--- config.mk ---
export PLATFORM = sky130hd
export DESIGN_NAME = msm_seat_ctrl
export DESIGN_NICKNAME = d
export VERILOG_FILES = /design/src/rtl/msm_pkg.sv /design/src/rtl/msm_seat_ctrl.sv
export SDC_FILE = /design/constraint.sdc
export NUM_CORES = 1
export LEC_CHECK = 0
export BUFFER_PORTS_ARGS = -buffer_cell sky130_fd_sc_hd__clkbuf_2
export CAP_MARGIN = 20
export CORE_ASPECT_RATIO = 1.75
export CORE_UTILIZATION = 32
export CTS_CLUSTER_SIZE = 8
export DETAILED_ROUTE_END_ITERATION = 10
export GPL_TIMING_DRIVEN = 0
export PLACE_DENSITY = 0.54
export SLEW_MARGIN = 20
export SYNTH_ARGS = -nofsm -noshare
export SYNTH_HDL_FRONTEND = slang
export SYNTH_SLANG_ARGS = --single-unit
--- constraint.sdc ---
create_clock -name clk -period 7.4 [get_ports clk]
set_clock_uncertainty 0.2 [all_clocks]
set_input_delay 0.37 -clock clk [delete_from_list [all_inputs] [get_ports clk]]
set_output_delay 0.37 -clock clk [all_outputs]
set_load 0.005 [all_outputs]
--- src/rtl/msm_pkg.sv ---
// package for the memory seat motor controller: timing, register map, carriers
// assumes a 50 MHz system clock; every time below the clock and tick setup is counted in 1 ms ticks
package msm_pkg;

	// clock and the 1 ms tick derived from it
	localparam int CLK_NS      = 20;
	localparam int TICK_NS     = 1000000;
	localparam int TICK_CYCLES = TICK_NS / CLK_NS;

	// axes, in start priority order
	localparam int NAX     = 4;
	localparam int AX_SLD  = 0;
	localparam int AX_REC  = 1;
	localparam int AX_FRH  = 2;
	localparam int AX_RRH  = 3;

	// times in ms
	localparam logic [15:0] T_SAME_MS    = 16'h0032; // 50: presses closer than this are void
	localparam logic [15:0] T_REV_SLD_MS = 16'h003C; // 60: slide reverse pause
	localparam logic [15:0] T_REV_OTH_MS = 16'h0064; // 100: recline/height reverse pause
	localparam logic [15:0] T_GAP_MS     = 16'h0064; // 100: spacing of motor starts
	localparam logic [15:0] T_PWIN_MS    = 16'h03E8; // 1000: pulse sensor check window
	localparam logic [15:0] T_RWIN_MS    = 16'h0DAC; // 3500: recline sensor check window
	localparam logic [15:0] T_SPEED_MS   = 16'h09C4; // 2500: speed must persist this long
	localparam logic [15:0] T_RUN_SLD_MS = 16'h4E20; // 20000
	localparam logic [15:0] T_RUN_REC_MS = 16'h88B8; // 35000
	localparam logic [15:0] T_RUN_HGT_MS = 16'h2710; // 10000
	localparam logic [15:0] T_BEEP_MS    = 16'h0064; // 100: beep on, then as long off

	// thresholds
	localparam logic [7:0]  SPEED_LIMIT  = 8'h03;    // km/h
	localparam logic [3:0]  MIN_SLD_PULS = 4'h6;
	localparam logic [3:0]  MIN_HGT_PULS = 4'h4;
	localparam logic [11:0] MIN_REC_MV   = 12'h032;  // 50 mV
	localparam logic [15:0] REC_TOL_MV   = 16'h0004; // replay stop band on the analog axis

	// beep counts
	localparam logic [3:0]  BEEP_PERMIT  = 4'h1;
	localparam logic [3:0]  BEEP_STORE   = 4'h2;
	localparam logic [3:0]  BEEP_REPLAY  = 4'h1;
	localparam logic [3:0]  BEEP_FAULT   = 4'hA;

	// register map (byte addresses)
	localparam logic [7:0]  OFS_CTRL     = 8'h00;
	localparam logic [7:0]  OFS_STATUS   = 8'h04;
	localparam logic [7:0]  OFS_POS_A    = 8'h08;
	localparam logic [7:0]  OFS_POS_B    = 8'h0C;
	localparam logic [1:0]  CTRL_RST     = 2'h1;     // memory enabled, no software stop
	localparam int          CTRL_MEM_EN  = 0;
	localparam int          CTRL_STOP    = 1;

	// motor direction codes {rev, fwd}
	localparam logic [1:0]  DIR_OFF      = 2'h0;
	localparam logic [1:0]  DIR_FWD      = 2'h1;
	localparam logic [1:0]  DIR_REV      = 2'h2;

	typedef enum logic [1:0] {
		CMD_NONE     = 2'b00,
		CMD_PERMIT   = 2'b01,
		CMD_POSITION = 2'b10
	} msm_cmd_e;

	typedef enum logic [1:0] {
		PR_IDLE = 2'b00,
		PR_WAIT = 2'b01,
		PR_VOID = 2'b10
	} msm_press_e;

	// one message from the door module, valid for one cycle
	typedef struct packed {
		logic     valid;
		logic     src_ok;
		msm_cmd_e cmd;
		logic     slot;
	} msm_can_s;

	// manual seat switches, bit index = axis
	typedef struct packed {
		logic [3:0] fwd;
		logic [3:0] rev;
	} msm_sw_s;

endpackage : msm_pkg

--- src/rtl/msm_seat_ctrl.sv ---
// memory seat motor controller: manual drive, two-slot memory, replay, buzzer, faults
// assumes all pins synchronous to clk; reset stands for loss of battery power
//
// Function
// run slide, recline, front and rear height motors from manual switches.
// manual switches may drive all four axes at the same time.
// manual slide and recline work even without door module messages.
// registration commands accepted only from the door module message source.
// memory-permit cancelled on ignition off or any manual switch.
// two position presses within 50 ms void both; otherwise first counts.
// no registration above 3 km/h or outside park; keyless lock stores without either check.
// two stored positions, each overwritable without limit.
// keyless lock stores positions, keyless unlock replays them, per person.
// stored positions are lost on power removal.
// ignition on, position press replays its slot; empty slots never replay.
// latest press wins during replay; two presses within 50 ms replay nothing.
// ignition, park, sustained speed, manual switch or stop switch abort replay.
// beeps: once permit, twice stored, once replay, ten times fault.
// under 6 slide or 4 height pulses in 1 s flags fault.
// recline change under 50 mV in 3.5 s flags fault.
// fault stops replay but keeps manual drive.
// good sensor movement under manual drive clears fault, allowing replay.
// reversal waits 60 ms for slide, 100 ms for others.
// motor starts spaced 100 ms, slide, recline, front, rear priority.
// run timers 20 s slide, 35 s recline in replay, 10 s height.
// manual slide and recline run only while the switch is held.
// pulse counters track position and stop replay at the target.
`timescale 1ns/100ps
`default_nettype none

module msm_seat_ctrl #(
	parameter int TICK_CYCLES = msm_pkg::TICK_CYCLES
) (
	input  wire logic            clk,
	input  wire logic            rstn,
	input  wire logic            psel,
	input  wire logic            penable,
	input  wire logic            pwrite,
	input  wire logic [7:0]      paddr,
	input  wire logic [31:0]     pwdata,
	output logic      [31:0]     prdata,
	output logic                 pready,
	output logic                 pslverr,
	input  wire msm_pkg::msm_sw_s  man_sw,
	input  wire msm_pkg::msm_can_s can_in,
	input  wire logic            ign_on,
	input  wire logic            park_sw,
	input  wire logic [7:0]      speed_kmh,
	input  wire logic            stop_sw,
	input  wire logic            key_lock,
	input  wire logic            key_unlock,
	input  wire logic            key_slot,
	input  wire logic            pulse_slide,
	input  wire logic            pulse_front,
	input  wire logic            pulse_rear,
	input  wire logic [11:0]     recline_mv,
	output logic      [3:0]      motor_fwd,
	output logic      [3:0]      motor_rev,
	output logic                 buzzer
);
	import msm_pkg::*;

	// helpers used by several axes
	function automatic logic [1:0] toward(input logic [15:0] cur, input logic [15:0] tgt,
		input logic [15:0] tol);
		logic [16:0] c;
		logic [16:0] t;
		c = {1'b0, cur};
		t = {1'b0, tgt};
		if (c + {1'b0, tol} < t) toward = DIR_FWD;
		else if (c > t + {1'b0, tol}) toward = DIR_REV;
		else toward = DIR_OFF;
	endfunction : toward

	function automatic logic [15:0] rev_pause(input int a);
		rev_pause = (a == AX_SLD) ? T_REV_SLD_MS : T_REV_OTH_MS;
	endfunction : rev_pause

	function automatic logic [15:0] run_limit(input int a);
		if (a == AX_SLD) run_limit = T_RUN_SLD_MS;
		else if (a == AX_REC) run_limit = T_RUN_REC_MS;
		else run_limit = T_RUN_HGT_MS;
	endfunction : run_limit

	logic [15:0]     tick_cnt_reg;
	logic            tick_reg;
	logic [3:0]      pulse_d_reg;
	logic [3:0]      pulse_in;
	logic [3:0]      pulse_rise;
	logic [15:0]     pos_cnt_reg [NAX];
	logic [15:0]     pos [NAX];
	logic [15:0]     mem_reg [2][NAX];
	logic [1:0]      mem_valid_reg;
	logic [1:0]      man_dir [NAX];
	logic [1:0]      want [NAX];
	logic [1:0]      last_dir_reg [NAX];
	logic [15:0]     dead_reg [NAX];
	logic [15:0]     run_reg [NAX];
	logic [15:0]     win_reg [NAX];
	logic [3:0]      puls_reg [NAX];
	logic [11:0]     mv0_reg;
	logic [3:0]      done_reg;
	logic [3:0]      fault_reg;
	logic [3:0]      fault_set;
	logic [3:0]      fault_ok;
	logic [3:0]      grant;
	logic            found;
	logic [15:0]     gap_reg;
	logic            manual_any;
	logic            accepted;
	msm_press_e      pr_state_reg;
	logic [15:0]     pr_cnt_reg;
	logic            pr_slot_reg;
	logic            pr_fire_reg;
	logic            permit_reg;
	logic            replay_reg;
	logic            slot_reg;
	logic [15:0]     spd_cnt_reg;
	logic            speed_long;
	logic            replay_ok;
	logic            replay_req;
	logic            replay_slot;
	logic            replay_start;
	logic            store_now;
	logic            motors_idle;
	logic [3:0]      beeps_reg;
	logic [15:0]     beat_reg;
	logic [1:0]      ctrl_reg;
	logic [31:0]     rd_data;
	logic            rd_err;

	// 1 ms tick so all timers stay 16 bits wide
	always_ff @(posedge clk or negedge rstn) begin
		if (!rstn) begin
			tick_cnt_reg <= 16'h0000;
			tick_reg     <= 1'b0;
		end else if (tick_cnt_reg == 16'(TICK_CYCLES - 1)) begin
			tick_cnt_reg <= 16'h0000;
			tick_reg     <= 1'b1;
		end else begin
			tick_cnt_reg <= tick_cnt_reg + 16'h0001;
			tick_reg     <= 1'b0;
		end
	end

	// sensor pulse edges; recline has a potentiometer, not pulses
	assign pulse_in   = {pulse_rear, pulse_front, 1'b0, pulse_slide};
	assign pulse_rise = pulse_in & ~pulse_d_reg;
	assign manual_any = |(man_sw.fwd | man_sw.rev);
	assign accepted   = can_in.valid & can_in.src_ok & ctrl_reg[CTRL_MEM_EN];
	assign motors_idle = ~|(motor_fwd | motor_rev);

	// position tracking: counters for pulse axes, analog level for recline
	always_ff @(posedge clk or negedge rstn) begin
		if (!rstn) begin
			pulse_d_reg <= 4'h0;
			for (int a = 0; a < NAX; a++) pos_cnt_reg[a] <= 16'h0000;
		end else begin
			pulse_d_reg <= pulse_in;
			for (int a = 0; a < NAX; a++) begin
				if (pulse_rise[a] && last_dir_reg[a] == DIR_FWD)
					pos_cnt_reg[a] <= pos_cnt_reg[a] + 16'h0001;
				else if (pulse_rise[a] && last_dir_reg[a] == DIR_REV)
					pos_cnt_reg[a] <= pos_cnt_reg[a] - 16'h0001;
			end
		end
	end

	always_comb begin
		for (int a = 0; a < NAX; a++) pos[a] = pos_cnt_reg[a];
		pos[AX_REC] = {4'h0, recline_mv};
	end

	// wanted direction: manual switch first, then replay toward the slot
	always_comb begin
		for (int a = 0; a < NAX; a++) begin
			man_dir[a] = {man_sw.rev[a] & ~man_sw.fwd[a], man_sw.fwd[a] & ~man_sw.rev[a]};
			if (man_dir[a] != DIR_OFF)
				want[a] = done_reg[a] ? DIR_OFF : man_dir[a];
			else if (replay_reg && !done_reg[a])
				want[a] = toward(pos[a], mem_reg[slot_reg][a],
					(a == AX_REC) ? REC_TOL_MV : 16'h0000);
			else
				want[a] = DIR_OFF;
		end
	end

	// one start per gap, lowest axis index first
	always_comb begin
		found = 1'b0;
		grant = 4'h0;
		for (int a = 0; a < NAX; a++) begin
			if (!found && gap_reg == 16'h0000 && dead_reg[a] == 16'h0000 &&
				{motor_rev[a], motor_fwd[a]} == DIR_OFF && want[a] != DIR_OFF) begin
				grant[a] = 1'b1;
				found    = 1'b1;
			end
		end
	end

	always_ff @(posedge clk or negedge rstn) begin
		if (!rstn)
			gap_reg <= 16'h0000;
		else if (|grant)
			gap_reg <= T_GAP_MS;
		else if (tick_reg && gap_reg != 16'h0000)
			gap_reg <= gap_reg - 16'h0001;
	end

	// per-axis drive, reverse pause, run timer and sensor check
	always_ff @(posedge clk or negedge rstn) begin
		if (!rstn) begin
			motor_fwd <= 4'h0;
			motor_rev <= 4'h0;
			done_reg  <= 4'h0;
			mv0_reg   <= 12'h000;
			for (int a = 0; a < NAX; a++) begin
				last_dir_reg[a] <= DIR_OFF;
				dead_reg[a]     <= 16'h0000;
				run_reg[a]      <= 16'h0000;
				win_reg[a]      <= 16'h0000;
				puls_reg[a]     <= 4'h0;
			end
		end else begin
			for (int a = 0; a < NAX; a++) begin
				if (grant[a]) begin
					{motor_rev[a], motor_fwd[a]} <= want[a];
					last_dir_reg[a] <= want[a];
					run_reg[a]      <= 16'h0000;
					win_reg[a]      <= (a == AX_REC) ? T_RWIN_MS : T_PWIN_MS;
					puls_reg[a]     <= 4'h0;
					if (a == AX_REC) mv0_reg <= recline_mv;
				end else if ({motor_rev[a], motor_fwd[a]} != DIR_OFF) begin
					if (want[a] != {motor_rev[a], motor_fwd[a]}) begin
						{motor_rev[a], motor_fwd[a]} <= DIR_OFF;
						dead_reg[a] <= rev_pause(a);
					end else if (tick_reg) begin
						run_reg[a] <= run_reg[a] + 16'h0001;
						if (win_reg[a] != 16'h0000) win_reg[a] <= win_reg[a] - 16'h0001;
					end
					if (pulse_rise[a] && puls_reg[a] != 4'hF) puls_reg[a] <= puls_reg[a] + 4'h1;
				end else if (tick_reg && dead_reg[a] != 16'h0000) begin
					dead_reg[a] <= dead_reg[a] - 16'h0001;
				end
				// timer expiry parks the axis until a replay starts, or its switch is let go with no replay running
				if (replay_start)
					done_reg[a] <= 1'b0;
				else if ({motor_rev[a], motor_fwd[a]} != DIR_OFF && run_reg[a] >= run_limit(a) &&
					(replay_reg || a >= AX_FRH))
					done_reg[a] <= 1'b1;
				else if (!replay_reg && man_dir[a] == DIR_OFF)
					done_reg[a] <= 1'b0;
			end
		end
	end

	// sensor verdict at the end of each check window
	always_comb begin
		for (int a = 0; a < NAX; a++) begin
			fault_set[a] = 1'b0;
			fault_ok[a]  = 1'b0;
			if (tick_reg && win_reg[a] == 16'h0001 && {motor_rev[a], motor_fwd[a]} != DIR_OFF &&
				want[a] == {motor_rev[a], motor_fwd[a]}) begin
				if (a == AX_REC) begin
					fault_set[a] = ((recline_mv > mv0_reg) ? recline_mv - mv0_reg :
						mv0_reg - recline_mv) < MIN_REC_MV;
				end else begin
					fault_set[a] = puls_reg[a] < ((a == AX_SLD) ? MIN_SLD_PULS : MIN_HGT_PULS);
				end
				fault_ok[a] = ~fault_set[a] & ~replay_reg;
			end
		end
	end

	always_ff @(posedge clk or negedge rstn) begin
		if (!rstn)
			fault_reg <= 4'h0;
		else
			fault_reg <= fault_set | (fault_reg & ~fault_ok);
	end

	// sustained overspeed for replay abort
	always_ff @(posedge clk or negedge rstn) begin
		if (!rstn)
			spd_cnt_reg <= 16'h0000;
		else if (speed_kmh <= SPEED_LIMIT)
			spd_cnt_reg <= 16'h0000;
		else if (tick_reg && spd_cnt_reg != T_SPEED_MS)
			spd_cnt_reg <= spd_cnt_reg + 16'h0001;
	end
	assign speed_long = (spd_cnt_reg == T_SPEED_MS);

	// position press arbitration: a second press inside the window voids both
	always_ff @(posedge clk or negedge rstn) begin
		if (!rstn) begin
			pr_state_reg <= PR_IDLE;
			pr_cnt_reg   <= 16'h0000;
			pr_slot_reg  <= 1'b0;
			pr_fire_reg  <= 1'b0;
		end else begin
			pr_fire_reg <= 1'b0;
			case (pr_state_reg)
				PR_IDLE: begin
					if (accepted && can_in.cmd == CMD_POSITION) begin
						pr_state_reg <= PR_WAIT;
						pr_slot_reg  <= can_in.slot;
						pr_cnt_reg   <= 16'h0000;
					end
				end
				PR_WAIT: begin
					if (accepted && can_in.cmd == CMD_POSITION) begin
						pr_state_reg <= PR_VOID;
					end else if (tick_reg && pr_cnt_reg == T_SAME_MS - 16'h0001) begin
						pr_state_reg <= PR_IDLE;
						pr_fire_reg  <= 1'b1;
					end else if (tick_reg) begin
						pr_cnt_reg <= pr_cnt_reg + 16'h0001;
					end
				end
				PR_VOID: begin
					if (tick_reg && pr_cnt_reg >= T_SAME_MS - 16'h0001)
						pr_state_reg <= PR_IDLE;
					else if (tick_reg)
						pr_cnt_reg <= pr_cnt_reg + 16'h0001;
				end
				default: pr_state_reg <= PR_IDLE;
			endcase
		end
	end

	// replay conditions and triggers
	assign replay_ok = ign_on & park_sw & ~speed_long & ~manual_any & ~stop_sw &
		~ctrl_reg[CTRL_STOP] & ~|fault_reg;
	assign replay_req  = (pr_fire_reg & ~permit_reg) | key_unlock;
	assign replay_slot = key_unlock ? key_slot : pr_slot_reg;
	assign replay_start = replay_req & replay_ok & mem_valid_reg[replay_slot];
	assign store_now = pr_fire_reg & permit_reg & (speed_kmh <= SPEED_LIMIT) & park_sw;

	always_ff @(posedge clk or negedge rstn) begin
		if (!rstn) begin
			replay_reg <= 1'b0;
			slot_reg   <= 1'b0;
		end else if (replay_start) begin
			replay_reg <= 1'b1;
			slot_reg   <= replay_slot;
		end else if (!replay_ok) begin
			replay_reg <= 1'b0;
		end else if (replay_reg && motors_idle && {want[0], want[1], want[2], want[3]} == 8'h00) begin
			replay_reg <= 1'b0;
		end
	end

	// memory-permit state
	always_ff @(posedge clk or negedge rstn) begin
		if (!rstn)
			permit_reg <= 1'b0;
		else if (!ign_on || manual_any || store_now)
			permit_reg <= 1'b0;
		else if (accepted && can_in.cmd == CMD_PERMIT)
			permit_reg <= 1'b1;
	end

	// two volatile slots; cleared only by reset
	always_ff @(posedge clk or negedge rstn) begin
		if (!rstn) begin
			mem_valid_reg <= 2'h0;
			for (int s = 0; s < 2; s++)
				for (int a = 0; a < NAX; a++) mem_reg[s][a] <= 16'h0000;
		end else if (store_now || key_lock) begin
			mem_valid_reg[key_lock ? key_slot : pr_slot_reg] <= 1'b1;
			for (int a = 0; a < NAX; a++)
				mem_reg[key_lock ? key_slot : pr_slot_reg][a] <= pos[a];
		end
	end

	// buzzer: beats of 100 ms on, 100 ms off; a new request restarts it
	always_ff @(posedge clk or negedge rstn) begin
		if (!rstn) begin
			beeps_reg <= 4'h0;
			beat_reg  <= 16'h0000;
			buzzer    <= 1'b0;
		end else begin
			if (|fault_set && fault_set != (fault_set & fault_reg)) begin
				beeps_reg <= BEEP_FAULT;
				beat_reg  <= 16'h0000;
			end else if (store_now) begin
				beeps_reg <= BEEP_STORE;
				beat_reg  <= 16'h0000;
			end else if (replay_start) begin
				beeps_reg <= BEEP_REPLAY;
				beat_reg  <= 16'h0000;
			end else if (accepted && can_in.cmd == CMD_PERMIT && ign_on && !permit_reg) begin
				beeps_reg <= BEEP_PERMIT;
				beat_reg  <= 16'h0000;
			end else if (tick_reg && beeps_reg != 4'h0) begin
				if (beat_reg == (T_BEEP_MS << 1) - 16'h0001) begin
					beat_reg  <= 16'h0000;
					beeps_reg <= beeps_reg - 4'h1;
				end else begin
					beat_reg <= beat_reg + 16'h0001;
				end
			end
			buzzer <= (beeps_reg != 4'h0) && (beat_reg < T_BEEP_MS);
		end
	end

	// apb read mux; unmapped addresses answer with an error
	always_comb begin
		rd_data = 32'h0000_0000;
		rd_err  = 1'b0;
		if (paddr == OFS_CTRL)
			rd_data = {30'h0000_0000, ctrl_reg};
		else if (paddr == OFS_STATUS)
			rd_data = {12'h000, motor_rev, motor_fwd, 1'b0, speed_long, mem_valid_reg,
				fault_reg, 1'b0, slot_reg, replay_reg, permit_reg};
		else if (paddr == OFS_POS_A)
			rd_data = {pos[AX_REC], pos[AX_SLD]};
		else if (paddr == OFS_POS_B)
			rd_data = {pos[AX_RRH], pos[AX_FRH]};
		else
			rd_err = 1'b1;
	end

	// one wait state keeps pready and prdata straight from flops
	always_ff @(posedge clk or negedge rstn) begin
		if (!rstn) begin
			pready  <= 1'b0;
			prdata  <= 32'h0000_0000;
			pslverr <= 1'b0;
		end else begin
			pready  <= psel & penable & ~pready;
			prdata  <= (psel & penable & ~pready & ~pwrite) ? rd_data : 32'h0000_0000;
			pslverr <= psel & penable & ~pready & rd_err;
		end
	end

	always_ff @(posedge clk or negedge rstn) begin
		if (!rstn)
			ctrl_reg <= CTRL_RST;
		else if (psel && penable && pready && pwrite && paddr == OFS_CTRL)
			ctrl_reg <= pwdata[1:0];
	end

endmodule : msm_seat_ctrl

`default_nettype wire

==> results.yml <==
outcome:
  outcome: "finished, final reports clean"
grt:
  gr-usage-all-layers_pct: 17.7
  grt_overflow: 0
  grt_pass1_vias: 25000
  grt_first_pass_wirelength_um: 139000
  antenna_found_initial: 4
  grt_max_degree: 89
synthesis:
  yosys_warnings: 0
  synth.avg_cell_area_sq_um: 9.63
  synth_cell_types: 79
  synth-seq-area-share_pct: 43.3
  synth_edf_count: 0
  synth-seq-cells: 540
  async_flop_share_pct: 100
  synth_nets: 3519
  syn-cell-area_sq_mm: 0.0312
  synthCells: 3240
  synthFlopType: "dfrtp_1"
critical_path:
  slowest_stage: "a2111oi_1"
  worstPathCellList: "buf_1 -> clkbuf_2 -> clkbuf_2 -> mux2i_1 -> ha_1 -> a21oi_1 -> o21ai_0 -> a2111oi_1 -> nor4b_1 -> o21ai_0 -> a211oi_1 -> o21ai_0 -> clkbuf_1 -> nor4_1 -> xnor2_1 -> nor2_1"
  crit_path_max_incr_delay_ns: 0.72
  end_kind: "flop"
  crit_fanout: 10
  cp_common_cell: "o21ai_0"
  r2r-end: "run_reg[10]$_DFFE_PN0P_"
  critical_path_arrival_ns: 7.14
  reg2reg_from: "slot_reg$_DFFE_PN0P_"
  worst-setup-path-type: "reg2reg"
  reg2reg_depth: 16
  reg2reg_slack_ns: 0.59
  cp-start-kind: "flop"
  crit_required_ns: 7.73
clock_network:
  cts_tree: "done"
  cts.path.max_buffers: 3
  cts_max_level: 3
  clock_sinks: 540
  post-cts-setup-buffers: 0
  cts_buffers: 77
  clock_latency_ns: 0.65
  clk_pin_slew_worst_paths_ns: 0.05
  cts_root_buf: "clkbuf_16"
pwr:
  vdd_drop_max_uv: 168
  finalPower_mw: 7.26
  power_density_mw_per_mm2: 202
  leakagePower_nw: 16.0
timing:
  final-max-slew-violation-count: 0
  setup-violations-final: 0
  fin_hold_ws_ns: 0.0560
  setup_ws_ns: 0.588
  rsz0062_at_grt: "false"
  max_clock_freq_ghz: 0.147
  fin_crit_ns: 6.81
  period_share_pct: 92.1
  tightest_slew_ns: 1.14
  slew_headroom_pct: 23.1
  hold_violations: 0
worst_hold_path:
  whs_endpoint: "pslverr$_DFF_PN0_"
  whs_path_depth: 4
  min_from: "paddr[7]"
  hold_class: "in2reg"
finish:
  layout_common_cells: "dfrtp_1 (539), nor2_1 (319), nand2_1 (294), o21ai_0 (196), ha_1 (187)"
  drive_gt1_share_pct: 11.5
  final_common_cell: "dfrtp_1"
  area_growth_pct: 15.4
  fin_nets: 3737
  nFillCells: 9739
  largest_reg_flops: 120
routing:
  firstDrtPassIters: 6
  wl_per_cell_um: 18.1
  drt-initial-drc-count: 986
  vias_per_cell: 5.16
  vias: 24600
  drc_errors: 0
  routed_wl_um: 86600
  antenna_left: 0
place:
  port_buffers: 97
  post-place-ws_ns: -0.186
  dp_hpwl_um: 64800
  gp_congestion: 0.869
floorplanning:
  io_pins: 130
  dieArea_sq_mm: 0.0988
  core_area_sq_mm: 0.0967
  die_w_um: 238
  initial_utilization_pct: 32.3
  fp-row-count: 151
  die_y_um: 415
job:
  timing.max_cap.violations: 0
-- metrics by stage --
stage | area, sq um | util, % | setup TNS (ns) | std cells
floorplan | 31200 | - | 0 | 3240
global placement | 33300 | 34.4 | -4011.01 | 4637
detailed placement | 33500 | 34.7 | -1.17 | 4644
CTS | 36000 | 37.2 | 0 | 4772
global route | 36000 | 37.2 | 0 | 4772
finish | 36000 | 37.2 | 0 | 4773
-- routing by layer --
metal  wire [um]  vias up  track usage [%]  share of wire, %
met5          46        -                0             0.053
met3        2880      172             2.66               3.3
met2       46800      389             33.7                54
met4        3490        6             7.84               4.0
met1       33400    12100             19.0                39
li1            -    11900                -                 -
-- what timing repair did --
| action | 4_1_cts | 5_1_grt |
|---|---|---|
| hold endpoints to repair | 301 | 0 |
| hold buffers | 35 | 0 |
| pin swaps | 0 | 0 |
| endpoints found under the setup margin | 25 | 45 |
| gates resized for setup | 1 | 4 |
-- worst max-delay path by stage --
| stage | startpoint | end | slack, ns | depth (start not counted) |
|---|---|---|---|---|
| 3_3_place_gp | rstn | pulse_d_reg[0]$_DFF_PN0_ | -7.49 | 1 |
| 3_5_place_dp | slot_reg$_DFFE_PN0P_ | run_reg[10]$_DFFE_PN0P_ | -0.19 | 16 |
| 2_1_floorplan | slot_reg$_DFFE_PN0P_ | run_reg[15]$_DFFE_PN0P_ | 2.29 | 16 |
| 4_1_cts | slot_reg$_DFFE_PN0P_ | run_reg[10]$_DFFE_PN0P_ | 0.10 | 16 |
| 6_report | slot_reg$_DFFE_PN0P_ | run_reg[10]$_DFFE_PN0P_ | 0.59 | 16 |
| 5_1_grt | slot_reg$_DFFE_PN0P_ | run_reg[10]$_DFFE_PN0P_ | 0.08 | 16 |
-- cells by family (layout without fill, tap and decap cells) --
kind of cell               after synthesis  count (layout)  synth area share [%]
and+or+nand+nor                       1228            1228                  19.6
adders and majority gates              192             192                  7.82
muxes                                  232             232                  8.04
DFF                                    540             540                  43.3
xor gates and xnor gates               250             250                  7.02
AOI/OAI and AO/OA                      568             568                  11.3
buffers and inverters                  230             462                  2.92
other                                    0               1                     0
-- report_power, final --
part,internal (mW),switching (mW),total [mW]
Clock,1.94,1.33,3.27
Sequential,3.09,0.109,3.20
Combinational,0.350,0.437,0.787
-- area by class of cell --
class                   count  area, sq um  share of cell area [%]
clock buffers              88         2030                    5.64
multi-input cells        2470        16800                    46.7
clock inverters             5         72.6                   0.202
inverters                 117          439                    1.22
repair buffers            139         1050                    2.91
plain buffers             113          478                    1.33
flip-flops and latches    540        13500                    37.5
well taps                1300         1630                    4.52
diodes                      1         2.50                 0.00695
-- critical path: cells and delay by family (launching register included) --
| kind | cells | cell delay (ns) |
|---|---|---|
| compound gates | 6 | 2.18 |
| buf+inv | 4 | 1.92 |
| simple gates | 3 | 1.12 |
| flops | 1 | 0.51 |
| fa+ha+maj | 1 | 0.29 |
| mux | 1 | 0.27 |
| xor+xnor | 1 | 0.18 |
-- Yosys cell counts (all sizes together) (21+ instances only) --
cell / n / share of area (%)
nand2: 294 / 3.5
xnor2: 116 / 3.3
or4: 23 / 0.59
nand4: 68 / 1.4
ha: 187 / 7.5
a21o: 39 / 0.94
dfrtp: 539 / 43
clkbuf: 89 / 1.1
nor2b: 29 / 0.58
nor4: 64 / 1.4
mux2: 149 / 5.4
nand3: 114 / 1.8
and2: 28 / 0.56
o21ai: 201 / 3.2
nand2b: 27 / 0.54
or3: 60 / 1.2
or2: 21 / 0.42
and3: 42 / 0.84
nor3: 75 / 1.2
a21oi: 147 / 2.4
nor2: 319 / 3.8
buf: 24 / 0.44
inv: 117 / 1.4
o211ai: 21 / 0.51
xor2: 134 / 3.8
mux2i: 83 / 2.7
Note: power is estimated with default switching activity, not from simulation.
